**config.mk**
```make
export PLATFORM = sky130hd
export DESIGN_NAME = cpwm_output_stage
export DESIGN_NICKNAME = d
export VERILOG_FILES = /design/src/cpwm_pkg.sv /design/src/cpwm_sync2.sv /design/src/cpwm_dead_time.sv /design/src/cpwm_output_stage.sv
export SDC_FILE = /design/constraint.sdc
export NUM_CORES = 1
export LEC_CHECK = 0
export ABC_AREA = 1
export BUFFER_PORTS_ARGS = -buffer_cell sky130_fd_sc_hd__clkbuf_2
export CAP_MARGIN = 40
export CORE_MARGIN = 2
export CORE_UTILIZATION = 33
export CTS_BUF_LIST = sky130_fd_sc_hd__clkbuf_8
export DETAILED_ROUTE_END_ITERATION = 10
export PLACE_DENSITY = 0.6
export SLEW_MARGIN = 20
export SYNTH_ARGS = -nofsm -noshare
export SYNTH_HDL_FRONTEND = slang
export SYNTH_SLANG_ARGS = --single-unit
```
**constraint.sdc**
```tcl
create_clock -name clk_sys -period 1.65 [get_ports clk_sys]
set_input_delay 0.33 -clock clk_sys [delete_from_list [all_inputs] [get_ports clk_sys]]
set_output_delay 0.33 -clock clk_sys [all_outputs]
set_load 0.02 [all_outputs]
```
**src/cpwm_pkg.sv**
```systemverilog
// constants of the complementary pwm output stage
package cpwm_pkg;
  localparam int CPWM_ADDR_W = 4;
  localparam int CPWM_DATA_W = 16;
  localparam int CPWM_CHANS  = 6;
  localparam int CPWM_PAIRS  = 3;
  localparam int CPWM_DT_W   = 8;

  // register indices
  localparam logic [3:0] CPWM_REG_CTRL   = 4'h0;
  localparam logic [3:0] CPWM_REG_POL    = 4'h1;
  localparam logic [3:0] CPWM_REG_OVR    = 4'h2;
  localparam logic [3:0] CPWM_REG_DEAD   = 4'h3;
  localparam logic [3:0] CPWM_REG_VAL1   = 4'h4;
  localparam logic [3:0] CPWM_REG_VAL6   = 4'h9;
  localparam logic [3:0] CPWM_REG_STATUS = 4'ha;

  // control register fields
  localparam int CPWM_CTRL_EN_BIT    = 0;
  localparam int CPWM_CTRL_INDEPENDENT_MODE_OPTION_BIT = 1;
  localparam int CPWM_CTRL_MLO_BIT   = 2;
  localparam int CPWM_CTRL_MHI_BIT   = 3;
  localparam int CPWM_CTRL_OVR_BIT   = 4;

  // status register fields
  localparam int CPWM_ST_ACT_LSB  = 0;
  localparam int CPWM_ST_SNS_LSB  = 3;
  localparam int CPWM_ST_PWM_LSB  = 6;
  localparam int CPWM_ST_OVR_BIT  = 12;

  // values after reset
  localparam logic [7:0]  CPWM_DEAD_RST  = 8'hff;
  localparam logic [15:0] CPWM_VAL_RST   = 16'h0000;
  localparam logic [2:0]  CPWM_POL_RST   = 3'h0;
  localparam logic [5:0]  CPWM_OVR_RST   = 6'h00;

  // correction method codes
  localparam logic [1:0] CPWM_METH_DEADTIME = 2'h2;
  localparam logic [1:0] CPWM_METH_HALFEND  = 2'h3;
endpackage

```
**src/cpwm_sync2.sv**
```systemverilog
// two flip-flop synchroniser for pin inputs
`timescale 1ns/100ps
`default_nettype none
module cpwm_sync2 #(
  parameter int WIDTH = 3
) (
  input  wire logic             clk_sys,
  input  wire logic             reset_n,
  input  wire logic [WIDTH-1:0] pin_async,
  output logic      [WIDTH-1:0] pin_sync
);
  logic [WIDTH-1:0] stage1;

  always_ff @(posedge clk_sys or negedge reset_n) begin
    if (!reset_n) begin
      stage1   <= '0;
      pin_sync <= '0;
    end else begin
      stage1   <= pin_async;
      pin_sync <= stage1;
    end
  end
endmodule
`default_nettype wire

```
**src/cpwm_dead_time.sv**
```systemverilog
// dead-time generator for one complementary pair
`timescale 1ns/100ps
`default_nettype none
module cpwm_dead_time
  import cpwm_pkg::*;
(
  input  wire logic                  clk_sys,
  input  wire logic                  reset_n,
  input  wire logic                  top_src,
  input  wire logic                  bottom_allow,
  input  wire logic [CPWM_DT_W-1:0]  dead_time_setting,
  output logic                       top_drive,
  output logic                       bottom_drive
);
  logic                 top_prev;
  logic [CPWM_DT_W-1:0] dead_count;
  logic                 src_edge;
  logic                 force_off;
  logic                 dt_nonzero;

  assign src_edge   = top_src ^ top_prev;
  assign dt_nonzero = dead_time_setting != '0;
  assign force_off  = (src_edge && dt_nonzero) || (dead_count != '0);
  // bottom is inverse top, gated by dead time
  assign top_drive    = top_src && !force_off;
  assign bottom_drive = !top_src && !force_off && bottom_allow;

  // reload on edge, count down each cpu clock
  always_ff @(posedge clk_sys or negedge reset_n) begin
    if (!reset_n) begin
      top_prev   <= 1'b0;
      dead_count <= '0;
    end else begin
      top_prev <= top_src;
      if (src_edge && dt_nonzero) begin
        dead_count <= dead_time_setting - 8'h01;
      end else if (dead_count != '0) begin
        dead_count <= dead_count - 8'h01;
      end
    end
  end
endmodule
`default_nettype wire

```
**src/cpwm_output_stage.sv**
```systemverilog
// complementary pwm output stage: mode, dead time, top/bottom selection
`timescale 1ns/100ps
`default_nettype none
module cpwm_output_stage (
  input  wire logic                                  clk_sys,
  input  wire logic                                  reset_n,
  input  wire logic [cpwm_pkg::CPWM_ADDR_W-1:0]      reg_addr,
  input  wire logic [cpwm_pkg::CPWM_DATA_W-1:0]      reg_wdata,
  input  wire logic                                  reg_write,
  input  wire logic                                  reg_read,
  output logic      [cpwm_pkg::CPWM_DATA_W-1:0]      reg_rdata,
  input  wire logic [cpwm_pkg::CPWM_CHANS-1:0]       gen_pwm,
  input  wire logic                                  cycle_start,
  input  wire logic                                  half_cycle,
  input  wire logic                                  center_aligned_mode,
  input  wire logic [cpwm_pkg::CPWM_PAIRS-1:0]       phase_current_sense_pins,
  output logic      [cpwm_pkg::CPWM_CHANS*16-1:0]    chan_compare,
  output logic      [cpwm_pkg::CPWM_CHANS-1:0]       pwm_out
);
  import cpwm_pkg::*;

  // software-visible control state
  logic                   generator_enable;
  logic                   independent_mode_option;
  logic                   correction_method_hi;
  logic                   correction_method_lo;
  logic                   output_override_enable;
  logic [CPWM_PAIRS-1:0]  phase_polarity_bits;
  logic [CPWM_CHANS-1:0]  output_override_bits;
  logic [CPWM_DT_W-1:0]   dead_time_setting;
  logic [CPWM_DATA_W-1:0] value_reg [CPWM_CHANS];

  // internal state
  logic                   enable_prev;
  logic                   override_active;
  logic [CPWM_PAIRS-1:0]  sensed_polarity;
  logic [CPWM_PAIRS-1:0]  active_polarity;
  logic [CPWM_PAIRS-1:0]  sense_sync;

  // helper: is the address one of the six value registers
  function automatic logic is_value_addr(input logic [3:0] a);
    is_value_addr = (a >= CPWM_REG_VAL1) && (a <= CPWM_REG_VAL6);
  endfunction

  // helper: pick the compare value for one pair
  function automatic logic [15:0] pick_value(input logic        pol,
                                             input logic [15:0] odd_v,
                                             input logic [15:0] even_v);
    pick_value = pol ? even_v : odd_v;
  endfunction

  // address decode
  logic       wr_ctrl;
  logic       wr_pol;
  logic       wr_ovr;
  logic       wr_dead;
  logic       wr_value;
  logic [3:0] addr_off;
  logic [2:0] value_idx;

  assign wr_ctrl   = reg_write && (reg_addr == CPWM_REG_CTRL);
  assign wr_pol    = reg_write && (reg_addr == CPWM_REG_POL);
  assign wr_ovr    = reg_write && (reg_addr == CPWM_REG_OVR);
  assign wr_dead   = reg_write && (reg_addr == CPWM_REG_DEAD);
  assign wr_value  = reg_write && is_value_addr(reg_addr);
  assign addr_off  = reg_addr - CPWM_REG_VAL1;
  assign value_idx = addr_off[2:0];

  // control register writes
  always_ff @(posedge clk_sys or negedge reset_n) begin
    if (!reset_n) begin
      generator_enable        <= 1'b0;
      independent_mode_option <= 1'b0;
      correction_method_hi    <= 1'b0;
      correction_method_lo    <= 1'b0;
      output_override_enable  <= 1'b0;
    end else if (wr_ctrl) begin
      generator_enable        <= reg_wdata[CPWM_CTRL_EN_BIT];
      independent_mode_option <= reg_wdata[CPWM_CTRL_INDEPENDENT_MODE_OPTION_BIT];
      correction_method_hi    <= reg_wdata[CPWM_CTRL_MHI_BIT];
      correction_method_lo    <= reg_wdata[CPWM_CTRL_MLO_BIT];
      output_override_enable  <= reg_wdata[CPWM_CTRL_OVR_BIT];
    end
  end

  // polarity, override and dead-time settings
  always_ff @(posedge clk_sys or negedge reset_n) begin
    if (!reset_n) begin
      phase_polarity_bits  <= CPWM_POL_RST;
      output_override_bits <= CPWM_OVR_RST;
      // 8-bit dead time, cpu clock units
      dead_time_setting    <= CPWM_DEAD_RST;
    end else begin
      if (wr_pol) begin
        phase_polarity_bits <= reg_wdata[CPWM_PAIRS-1:0];
      end
      if (wr_ovr) begin
        output_override_bits <= reg_wdata[CPWM_CHANS-1:0];
      end
      if (wr_dead) begin
        dead_time_setting <= reg_wdata[CPWM_DT_W-1:0];
      end
    end
  end

  // compare value registers, one per channel
  always_ff @(posedge clk_sys or negedge reset_n) begin
    if (!reset_n) begin
      for (int i = 0; i < CPWM_CHANS; i++) begin
        value_reg[i] <= CPWM_VAL_RST;
      end
    end else if (wr_value) begin
      value_reg[value_idx] <= reg_wdata;
    end
  end

  // sense pins come from outside the clock domain
  cpwm_sync2 #(
    .WIDTH (CPWM_PAIRS)
  ) u_sense_sync (
    .clk_sys   (clk_sys),
    .reset_n   (reset_n),
    .pin_async (phase_current_sense_pins),
    .pin_sync  (sense_sync)
  );

  // correction method decode
  logic       method_software;
  logic       method_deadtime;
  logic       method_halfend;
  logic       enable_rise;
  logic       halfend_strobe;

  assign method_software = !correction_method_hi;
  assign method_deadtime = {correction_method_hi, correction_method_lo}
                           == CPWM_METH_DEADTIME;
  assign method_halfend  = {correction_method_hi, correction_method_lo}
                           == CPWM_METH_HALFEND;
  assign enable_rise     = generator_enable && !enable_prev;
  // center: mid-cycle, edge: end of cycle
  assign halfend_strobe  = center_aligned_mode ? half_cycle : cycle_start;

  // sense latch conditions per pair
  logic [CPWM_PAIRS-1:0] pair_off;
  logic [CPWM_PAIRS-1:0] sense_take;

  generate
    for (genvar k = 0; k < CPWM_PAIRS; k++) begin : g_sense
      // no sampling in independent mode, where no pair exists
      assign pair_off[k] = !pwm_out[2*k] && !pwm_out[2*k+1];
      // latch while both pair outputs are off (method 10) or on the half/end strobe (method 11)
      assign sense_take[k] = generator_enable && !independent_mode_option
                             && ((method_deadtime && pair_off[k])
                                 || (method_halfend && halfend_strobe));
    end
  endgenerate

  // latched sense values; a new sample beats the enable-time clear
  always_ff @(posedge clk_sys or negedge reset_n) begin
    if (!reset_n) begin
      sensed_polarity <= '0;
      enable_prev     <= 1'b0;
    end else begin
      enable_prev <= generator_enable;
      for (int k = 0; k < CPWM_PAIRS; k++) begin
        if (sense_take[k]) begin
          sensed_polarity[k] <= sense_sync[k];
        end else if (enable_rise) begin
          sensed_polarity[k] <= 1'b0;
        end
      end
    end
  end

  // polarity source for the coming period
  logic [CPWM_PAIRS-1:0] next_polarity;

  // software bits for method 00 and 01
  assign next_polarity = method_software ? phase_polarity_bits
                                         : sensed_polarity;

  // polarity changes at the period boundary or when the generator is enabled
  always_ff @(posedge clk_sys or negedge reset_n) begin
    if (!reset_n) begin
      active_polarity <= '0;
    end else if (enable_rise) begin
      // first period uses registers 1, 3 and 5 for methods 10 and 11, the software bits for 00 and 01
      active_polarity <= method_software ? phase_polarity_bits : '0;
    end else if (cycle_start) begin
      // selection made at each period start
      active_polarity <= next_polarity;
    end
  end

  // override takes hold at once, releases only at a cycle start
  always_ff @(posedge clk_sys or negedge reset_n) begin
    if (!reset_n) begin
      override_active <= 1'b0;
    end else if (output_override_enable) begin
      override_active <= 1'b1;
    end else if (cycle_start) begin
      override_active <= 1'b0;
    end
  end

  // compare value per channel
  logic [CPWM_CHANS*16-1:0] next_compare;

  generate
    for (genvar k = 0; k < CPWM_PAIRS; k++) begin : g_compare
      logic [15:0] pair_value;
      // polarity 0 odd register, 1 even
      assign pair_value = pick_value(active_polarity[k], value_reg[2*k],
                                     value_reg[2*k+1]);
      // pair shares one value; independent uses its own
      assign next_compare[32*k+15 -: 16] = independent_mode_option
                                           ? value_reg[2*k] : pair_value;
      assign next_compare[32*k+31 -: 16] = independent_mode_option
                                           ? value_reg[2*k+1] : pair_value;
    end
  endgenerate

  always_ff @(posedge clk_sys or negedge reset_n) begin
    if (!reset_n) begin
      chan_compare <= '0;
    end else begin
      chan_compare <= next_compare;
    end
  end

  // dead-time generators, one per pair
  logic [CPWM_PAIRS-1:0] top_src;
  logic [CPWM_PAIRS-1:0] bottom_allow;
  logic [CPWM_PAIRS-1:0] top_drive;
  logic [CPWM_PAIRS-1:0] bottom_drive;

  generate
    for (genvar k = 0; k < CPWM_PAIRS; k++) begin : g_dead
      // odd override bit replaces generator top
      assign top_src[k] = override_active ? output_override_bits[2*k]
                                          : gen_pwm[2*k];
      // even bit: complement or held inactive
      assign bottom_allow[k] = override_active
                               ? output_override_bits[2*k+1] : 1'b1;

      cpwm_dead_time u_dead (
        .clk_sys           (clk_sys),
        .reset_n           (reset_n),
        .top_src           (top_src[k]),
        .bottom_allow      (bottom_allow[k]),
        .dead_time_setting (dead_time_setting),
        .top_drive         (top_drive[k]),
        .bottom_drive      (bottom_drive[k])
      );
    end
  endgenerate

  // output selection
  logic [CPWM_CHANS-1:0] comp_out;
  logic [CPWM_CHANS-1:0] independent_mode_option_out;
  logic [CPWM_CHANS-1:0] next_pwm;
  logic                  drive_allowed;

  generate
    for (genvar k = 0; k < CPWM_PAIRS; k++) begin : g_pair_out
      // override through dead time in pairs
      assign comp_out[2*k]   = top_drive[k];
      assign comp_out[2*k+1] = bottom_drive[k];
    end
  endgenerate

  assign independent_mode_option_out     = override_active ? output_override_bits : gen_pwm;
  // override drives the pins even while the generator is off
  assign drive_allowed = generator_enable || override_active;
  assign next_pwm      = !drive_allowed ? '0
                         : independent_mode_option ? independent_mode_option_out : comp_out;

  // registered so decode glitches never reach the gate drivers
  always_ff @(posedge clk_sys or negedge reset_n) begin
    if (!reset_n) begin
      pwm_out <= '0;
    end else begin
      pwm_out <= next_pwm;
    end
  end

  // status word and read mux
  logic [CPWM_DATA_W-1:0] status_word;
  logic [CPWM_DATA_W-1:0] ctrl_word;
  logic [CPWM_DATA_W-1:0] value_word;
  logic [CPWM_DATA_W-1:0] next_rdata;

  always_comb begin
    status_word = '0;
    status_word[CPWM_ST_ACT_LSB +: CPWM_PAIRS] = active_polarity;
    status_word[CPWM_ST_SNS_LSB +: CPWM_PAIRS] = sensed_polarity;
    status_word[CPWM_ST_PWM_LSB +: CPWM_CHANS] = pwm_out;
    status_word[CPWM_ST_OVR_BIT]               = override_active;
    ctrl_word = '0;
    ctrl_word[CPWM_CTRL_EN_BIT]    = generator_enable;
    ctrl_word[CPWM_CTRL_INDEPENDENT_MODE_OPTION_BIT] = independent_mode_option;
    ctrl_word[CPWM_CTRL_MLO_BIT]   = correction_method_lo;
    ctrl_word[CPWM_CTRL_MHI_BIT]   = correction_method_hi;
    ctrl_word[CPWM_CTRL_OVR_BIT]   = output_override_enable;
  end

  // read decode; unmapped indices read as zero
  logic                   rd_ctrl;
  logic                   rd_pol;
  logic                   rd_ovr;
  logic                   rd_dead;
  logic                   rd_value;
  logic                   rd_status;

  assign rd_ctrl    = reg_addr == CPWM_REG_CTRL;
  assign rd_pol     = reg_addr == CPWM_REG_POL;
  assign rd_ovr     = reg_addr == CPWM_REG_OVR;
  assign rd_dead    = reg_addr == CPWM_REG_DEAD;
  assign rd_value   = is_value_addr(reg_addr);
  assign rd_status  = reg_addr == CPWM_REG_STATUS;
  assign value_word = value_reg[value_idx];
  assign next_rdata = rd_ctrl   ? ctrl_word :
                      rd_pol    ? {13'h0000, phase_polarity_bits} :
                      rd_ovr    ? {10'h000, output_override_bits} :
                      rd_dead   ? {8'h00, dead_time_setting} :
                      rd_value  ? value_word :
                      rd_status ? status_word : 16'h0000;

  // read data stand only in the cycle after the strobe
  always_ff @(posedge clk_sys or negedge reset_n) begin
    if (!reset_n) begin
      reg_rdata <= '0;
    end else begin
      reg_rdata <= reg_read ? next_rdata : '0;
    end
  end
endmodule
`default_nettype wire

```
# Word-level counts from Yosys, hierarchy flattened
# Index checks and enable logic that the tools add are counted.
# op_classes
shift	0
reduce_logical	65
bitwise_logic	4
eq_ne	6
n_lt_le_gt_ge	4
mul	0
mux	48
n_addsub	5
div	0
# op_table
operator	count
two-way mux 16 bit	18
bitwise mux 96 bit	1
binary-select mux 16 bit (select 3 bit)	1
demux 16 bit (select 3 bit)	1
two-way mux 8 bit	6
nonzero test 8 bit	4
subtractor 8 x 1 -> 8 bit (second input constant)	4
logical AND 1 bit	31
two-way mux 6 bit	3
nonzero test 2 bit	8
zero test 1 bit	14
two-way mux 1 bit	13
two-way mux 13 bit	1
two-way mux 3 bit	4
== test 4 x 2 -> 1 bit (second input constant)	2
logical OR 1 bit	7
== test 2 bit (second input constant)	2
== test 4 x 1 -> 1 bit (second input constant)	1
== test 4 bit (second input constant)	1
greater-or-equal comparator 4 x 3 -> 1 bit (second input constant)	1
greater-or-equal comparator 4 bit (second input constant)	1
less-or-equal comparator 4 bit (second input constant)	1
zero test 4 bit	1
less-than comparator 4 x 1 -> 1 bit (second input constant)	1
other kinds (3)	5
# totals
ram_bits	0
register_bits	277
mem_count	0
latch_bits	0
rom_bits	0
out_inout_bits	118
in_bits	36

# Longest topological paths before layout
# Gate-level depths: netlist (run 1).
# logic_depth
ltp_word	11
ltp_mapped	12
ltp_nobuf	11

# Hierarchy
# Synthesis (run 1) repeated with hierarchy kept, for this count alone.
# unflattened
hier_cells	1484
hier_area_um2	12679.7
# by_module_without_submodules
module	instances	cells_per_inst	area_each_um2
cpwm_output_stage	1	1205	10498.8
cpwm_dead_time	3	91	676.9
cpwm_sync2	1	6	150.1

# Worst setup path after synthesis (run 1)
# OpenSTA, ideal clock, no wires.
# synth_timing
kind	input-to-reg
startpoint	input reg_addr[2] (netlist name)
endpoint	register value_reg[39] (netlist name)
required_ns	1.528
setup_slack_ns	0.052
arrival_time_ns	1.476
cell_stages	10
n_path_buf	2
cell_sequence	buf_6 > inv_4 > nand2_2 > a21oi_4 > inv_2 > nor2_8 > nand4_4 > buf_2 > nand2_1 > o21ai_2
# synth_between
elab_chain_len	7
elab_cells_between_ends	12
# synth_rtl
element	line_no	rtl
start: declaration	cpwm_output_stage.sv:7	input wire logic [cpwm_pkg::CPWM_ADDR_W-1:0] reg_addr,
subtractor 3 bit	cpwm_output_stage.sv:66	assign addr_off = reg_addr - CPWM_REG_VAL1;
NOT 3 -> 4 bit (implied by the code)	cpwm_output_stage.sv:113	value_reg[value_idx] <= reg_wdata;
greater-or-equal comparator 4 bit (implied by the code) or less-than comparator 4 x 1 -> 1 bit (tied branches)	cpwm_output_stage.sv:113	
logical AND 1 bit (implied by the code)	cpwm_output_stage.sv:113	
two-way mux 16 bit (implied by the code)	cpwm_output_stage.sv:113	
demux 16 bit (select 3 bit)	cpwm_output_stage.sv:113	
bitwise mux 96 bit	cpwm_output_stage.sv:113	
end signal: indexed assignment	cpwm_output_stage.sv:113	
end: declaration	cpwm_output_stage.sv:31	logic [CPWM_DATA_W-1:0] value_reg [CPWM_CHANS];
# Parallel ways exist; a longest one is shown, timed or not.
# A chain may end at the register's enable or synchronous reset.

# Worst setup path after layout (run 1)
# layout_timing
startpoint	register pwm_out[5] (netlist name)
endpoint	output pwm_out[5] (netlist name)
# layout_lines
element	line_no	rtl
start: declaration	cpwm_output_stage.sv:18	output logic [cpwm_pkg::CPWM_CHANS-1:0] pwm_out
start signal: assignment	cpwm_output_stage.sv:283	pwm_out <= next_pwm;
# No word-level cell between the ends.

==> impl_metrics.py, run 1 <==
metrics = {
    "run_status": {
        "outcome": "finished clean",
    },
    "power_and_ir_drop": {
        "max-vdd-ir-drop_mv": 0.623,
        "clockPowerShare_pct": 25.2,
        "power.internal_uw": 15600,
        "netSwitchingFraction_pct": 38.5,
        "power_frac_comb_pct": 34.7,
        "p_leak_uw": 0.00771,
        "switchingPower_uw": 9780,
        "power_frac_seq_pct": 40.0,
        "power_density_mw_per_mm2": 1620,
    },
    "logic_synthesis": {
        "postSynth.asyncResetShare_pct": 100,
        "synth_area_mm2": 0.0123,
        "synth_cell_types": 46,
        "yosys.area_share.simple_pct": 14.6,
        "synth_flop_cell": "dfrtp_1",
        "synth_edf_count": 0,
        "synth_top_family_by_area": "compound AO/OA/AOI/OAI gates",
        "synth.top_cells.by_area": "dfrtp_1 (55%), o21ai_0 (9.1%), nand2_1 (8.7%)",
        "synth_compound_area_share_pct": 19.1,
        "synthCells": 1385,
        "synth_top_area_share_pct": 54.6,
        "synth_xor_xnor_area_share_pct": 1.28,
        "synthAdderAreaFrac_pct": 0.812,
        "yosys.area.top_type": "dfrtp_1",
        "yosys_warnings": 0,
        "synth_seq_area_share_pct": 56.3,
        "synthesis.nets": 1429,
        "synth_mux_area_share_pct": 0,
        "ys_ff_latch": 277,
        "avgSynthCellArea_um2": 8.90,
    },
    "finish": {
        "layout-drive-gt1-share_pct": 25.1,
        "nNetsFinal": 1689,
        "final_cell_mix": "nand2_1 (279), dfrtp_1 (266), o21ai_0 (221)",
        "final_common_cell": "nand2_1",
        "final_util_pct": 42.6,
        "area_delta_synth_final_pct": 26.7,
    },
    "worst_setup_path": {
        "crit_chain": "clkbuf_2",
        "crit_path_end_kind": "output pin",
        "critPathArrivalTime_ps": 1270,
        "crit_fanout": 3,
        "startpoint_type": "flip-flop",
        "critical_path_buf_inv_count": 1,
        "timing_worst_setup_path_type": "flip-flop to output pin",
        "cpMaxStageDelayCell": "dfrtp_1",
        "worstPathRequired_ps": 1320,
        "max_stage_delay_ps": 480,
        "critical_path.top_delay_family": "flip-flops",
    },
    "global_routing": {
        "met1_usage_pct": 29.4,
        "top_usage_layer": "met2",
        "grt_pass1_wl_mm": 60.0,
        "grt_max_degree": 57,
        "grtUsageMet3_pct": 3.52,
        "grtUsageTotal_pct": 20.1,
        "antenna_found_initial": 2,
        "grt_remaining_overflow": 0,
        "grt_pass1_vias": 10320,
        "met2_usage_pct": 30.2,
    },
    "place": {
        "gp_congestion": 0.932,
        "numPortBuffers": 153,
        "hpwl_mm": 28.6,
    },
    "drt": {
        "wl_mm": 38.7,
        "via_count": 10651,
        "drt_first_pass_iters": 6,
        "wl_per_cell_um": 18.0,
        "antenna_left": 0,
        "drc": 0,
        "via_per_inst": 4.95,
        "drtIter0Drc": 997,
    },
    "floorplanning": {
        "die_h_um": 197,
        "core-area_mm2": 0.0367,
        "fp.dieW_um": 197,
        "std_cell_rows": 70,
        "die-area_mm2": 0.0389,
        "ios": 154,
        "start_util_pct": 33.6,
    },
    "timing": {
        "hold_viol": 0,
        "max_freq_mhz": 627,
        "tightest_slew_ps": 586,
        "finalClockSkew_ps": 40.9,
        "min_period_ps": 1600,
        "slew_headroom_pct": 60.9,
        "final.setup.tns_ps": 0,
        "slew_viol_final": 0,
        "period_share_pct": 96.7,
        "finalSetupViolations": 0,
        "whs_ps": 67.3,
    },
    "cts": {
        "cts_buffers": 49,
        "clkTransAtPathRegs_ps": 60,
        "clkLatencyLatePin_ps": 580,
        "htreeDepth": 2,
        "cts_root_buf": "clkbuf_8",
        "tritoncts": "done",
        "cts_sinks": 277,
        "cts_buffer_depth": 3,
    },
    "min_path": {
        "hp-class": "primary input to flip-flop",
    },
    "flow_run": {
        "drv_cap": 0,
    },
}
## cells in the mapped netlist, types with 2 or more instances
cell / instances
nand2_1: 285
dfrtp_1: 269
o21ai_0: 225
inv_1: 162
a21oi_1: 91
nor2_1: 67
o21ai_1: 46
clkbuf_1: 31
nand3_1: 27
o21ai_2: 18
buf_2: 17
o22ai_1: 17
nor3_1: 12
buf_6: 10
xnor2_1: 10
o221ai_1: 9
dfstp_2: 8
ha_1: 8
xor2_1: 8
a22oi_1: 6
nand4_1: 6
a31oi_1: 5
nand2_2: 4
nand4_4: 4
or2_2: 4
a221oi_1: 3
buf_1: 3
inv_2: 3
o311ai_0: 3
o31ai_1: 3
inv_4: 2
nand2_4: 2
nor2_2: 2
nor2_4: 2
o2111ai_1: 2
## metrics by stage
| stage | power (uW) | setup slack (ps) | instances | area (um2) |
|---|---|---|---|---|
| 6_report | 25400 | 53.9 | 2152 | 15600 |
| 4_1_cts | 25300 | -20.7 | 2150 | 15500 |
| 3_3_place_gp | 18700 | -273 | 2057 | 14400 |
| 3_5_place_dp | 18900 | -299 | 2057 | 14400 |
| 2_1_floorplan | 15200 | 51.6 | 1385 | 12300 |
| 5_1_grt | 27000 | -9.45 | 2151 | 15600 |
## routing by layer
layer	routed length (um)	vias to the layer above
li1	-	5086
met1	18000	5155
met2	17100	349
met3	2650	61
met4	998	0
met5	0	-
## power groups by stage
stage                     sequential, uW  clock (uW)  combinational (uW)
after CTS                          10100        6510                8660
after floorplan                    11400           0                3790
final                              10200        6400                8820
after global routing               10400        6880                9750
after detailed placement           10200           0                8600
after global placement             10200           0                8450
## final cells by class
type / count / area [um2]
fillers: 3596 / 21100
flip-flops and latches: 277 / 6950
multi-input cells: 877 / 4540
repair buffers: 271 / 1890
clock buffers: 63 / 867
inverters: 169 / 644
well taps: 468 / 586
clock inverters: 25 / 134
diodes: 2 / 5.00
## what timing repair did
item | in CTS | in global routing
pin swaps | 0 | 7
gates resized for setup | 6 | 36
gates cloned | 0 | 0
setup endpoints to repair | 14 | 30
hold endpoints to repair | 42 | 0
buffers inserted | 0 | 0
hold buffers | 5 | 0
## logic make-up (layout without fill, tap and decap cells)
group,count (synthesis),in the layout
buffers and inverters,231,528
adder cells (fa/ha/maj),8,8
AND/OR/NAND/NOR,420,420
AO/OA/AOI/OAI,431,431
XOR/XNOR,18,18
other,0,2
flip-flops,277,277
## path summary, 6_finish.rpt
check | depth (start not counted) | start | end | slack (ps)
min in group asynchronous | 2 | reset_n | output_override_bits[3] | 280
worst min-delay path | 3 | gen_pwm[2] | g_dead[1].u_dead.top_prev | 70
max in group asynchronous | 3 | reset_n | dead_time_setting[6] | 700
worst max-delay path | 1 | pwm_out[5] | pwm_out[5] | 50
worst max register to register | 8 | dead_time_setting[0] | g_dead[1].u_dead.dead_count[6] | 80
worst min register to register | 0 | u_sense_sync.stage1[1] | u_sense_sync.pin_sync[1] | 350
(Power assumes the default switching activity.)
==> run 2, diff against run 1 <==
CELL_PAD_IN_SITES_DETAIL_PLACEMENT = 0   (was unset)
CELL_PAD_IN_SITES_GLOBAL_PLACEMENT = 1   (was unset)
PLACE_DENSITY = 0.72   (was 0.6)
==> impl_metrics.py, run 2 (synthesis gave the netlist of run 1 again) <==
metrics = {
    "run_status": {
        "outcome": "finished clean",
    },
    "worst_setup_path": {
        "r2r_slack_ps": 110,
        "crit_chain": "clkbuf_2",
        "critPathArrivalTime_ps": 1250,
        "max_stage_delay_ps": 440,
        "reg2regPathDepth": 8,
        "reg2reg_to": "g_dead[0].u_dead.dead_count[5]",
        "timing_worst_setup_path_type": "flip-flop to output pin",
        "worst_r2r_startpoint": "dead_time_setting[0]",
        "critical_path_buf_inv_count": 1,
        "crit_fanout": 3,
        "crit_path_end_kind": "output pin",
        "cpMaxStageDelayCell": "dfrtp_1",
        "critical_path.top_delay_family": "flip-flops",
        "startpoint_type": "flip-flop",
        "worstPathRequired_ps": 1320,
    },
    "drt": {
        "drt_first_pass_iters": 7,
        "antenna_left": 0,
        "drc": 0,
        "drtIter0Drc": 740,
        "via_per_inst": 4.90,
        "via_count": 10558,
        "wl_per_cell_um": 18.2,
        "wl_mm": 39.3,
    },
    "min_path": {
        "hp-class": "primary input to flip-flop",
        "min_path_cells": 4,
        "min_from": "gen_pwm[0]",
        "min_to": "g_dead[0].u_dead.top_prev",
    },
    "floorplanning": {
        "die-area_mm2": 0.0389,
        "std_cell_rows": 70,
        "ios": 154,
        "start_util_pct": 33.6,
        "die_h_um": 197,
        "core-area_mm2": 0.0367,
        "fp.dieW_um": 197,
    },
    "finish": {
        "nNetsFinal": 1690,
        "n_fill_cell": 3651,
        "final_common_cell": "nand2_1",
        "final_cell_mix": "nand2_1 (281), dfrtp_1 (267), o21ai_0 (225)",
        "layout-drive-gt1-share_pct": 24.6,
        "area_delta_synth_final_pct": 26.8,
        "instances_no_fill": 2154,
    },
    "global_routing": {
        "grt_remaining_overflow": 0,
        "grt_max_degree": 67,
        "antenna_found_initial": 0,
        "grt_pass1_vias": 10546,
        "grtUsageTotal_pct": 20.5,
        "grt_pass1_wl_mm": 60.4,
    },
    "cts": {
        "htreeDepth": 2,
        "clkLatencyLatePin_ps": 600,
        "cts_sinks": 277,
        "clkTransAtPathRegs_ps": 60,
        "post_cts_buffers": 0,
        "cts_root_buf": "clkbuf_8",
        "cts_buffers": 48,
        "tritoncts": "done",
        "cts_buffer_depth": 3,
    },
    "power_and_ir_drop": {
        "power_frac_comb_pct": 33.7,
        "clockPowerShare_pct": 26.8,
        "p_leak_uw": 0.00774,
        "max-vdd-ir-drop_mv": 0.816,
        "power.internal_uw": 16100,
        "netSwitchingFraction_pct": 37.8,
        "switchingPower_uw": 9760,
        "power_density_mw_per_mm2": 1650,
        "power_frac_seq_pct": 39.4,
    },
    "place": {
        "hpwl_mm": 28.6,
        "gp_congestion": 0.918,
        "dp_cells": 2059,
        "numPortBuffers": 153,
    },
    "timing": {
        "finalClockSkew_ps": 17.7,
        "slew_headroom_pct": 62.0,
        "min_period_ps": 1580,
        "hold_viol": 0,
        "max_freq_mhz": 633,
        "tightest_slew_ps": 569,
        "finalSetupViolations": 0,
        "slew_viol_final": 0,
        "period_share_pct": 95.7,
        "final.setup.tns_ps": 0,
    },
    "flow_run": {
        "drv_cap": 0,
    },
}
-- run 2: changes by cell type in the layout (fill, tap and decap cells not counted), sizes merged --
cell / before / now
buf: 114 / 116
bufinv: 1 / 3
diode: 2 / 1
clkbuf: 215 / 219
clkinv: 9 / 4
clkinvlp: 1 / 2
inv: 183 / 182
-- run 2: stage by stage --
stage	total power (uW)	cell area, um2	utilization (%)	hold slack (ps)	setup slack, ps
5_1_grt	27600	15600	42.6	86.7	-18.4
4_1_cts	26100	15600	42.4	47.2	18.6
3_5_place_dp	18900	14400	39.2	232	-214
2_1_floorplan	15200	12300	-	34.4	51.6
6_report	25800	15600	42.6	96.7	71.4
3_3_place_gp	18900	14400	39.2	231	-205
-- run 2: how the worst max path moves through the flow --
stage                          from                              to  cells after the start  slack, ps
2_1_floorplan           reg_addr[2]                   value_reg[39]                     10         50
3_3_place_gp            reg_addr[1]                    reg_rdata[3]                     15       -200
3_5_place_dp            reg_addr[1]                    reg_rdata[3]                     15       -210
4_1_cts                  pwm_out[4]                      pwm_out[4]                      1         20
5_1_grt        dead_time_setting[2]  g_dead[1].u_dead.dead_count[7]                      8        -20
6_report                 pwm_out[5]                      pwm_out[5]                      1         70
-- run 2: metal layers --
metal	wire (um)	vias to the layer above	GRT usage, %
met3	1990	80	3.43
met5	0	-	0
met1	17700	5072	28.0
met2	18000	311	32.1
li1	-	5095	-
met4	1510	0	8.86
-- run 2: power by group through the flow --
stage | clock [uW] | combinational, uW | sequential [uW]
final | 6930 | 8710 | 10200
after global placement | 0 | 8590 | 10300
after global routing | 7450 | 9700 | 10400
after floorplan | 0 | 3790 | 11400
after detailed placement | 0 | 8660 | 10300
after CTS | 7120 | 8740 | 10200
-- run 2: cell type report --
| cell class | instances | area (um2) | area share [%] |
|---|---|---|---|
| sequential | 277 | 6940 | 44.4 |
| multi-input combinational | 877 | 4490 | 28.7 |
| timing repair buffer | 273 | 1870 | 12.0 |
| clock buffer | 67 | 922 | 5.90 |
| inverter | 169 | 644 | 4.12 |
| tap | 468 | 586 | 3.75 |
| clock inverter | 22 | 173 | 1.10 |
| antenna | 1 | 2.50 | 0.0160 |
-- run 2: repair_timing --
action / CTS / global route
pin swaps: 0 / 3
resized for setup: 4 / 18
endpoints found under the setup margin: 8 / 21
hold buffers: 5 / 0
endpoints found under the hold margin: 273 / 0
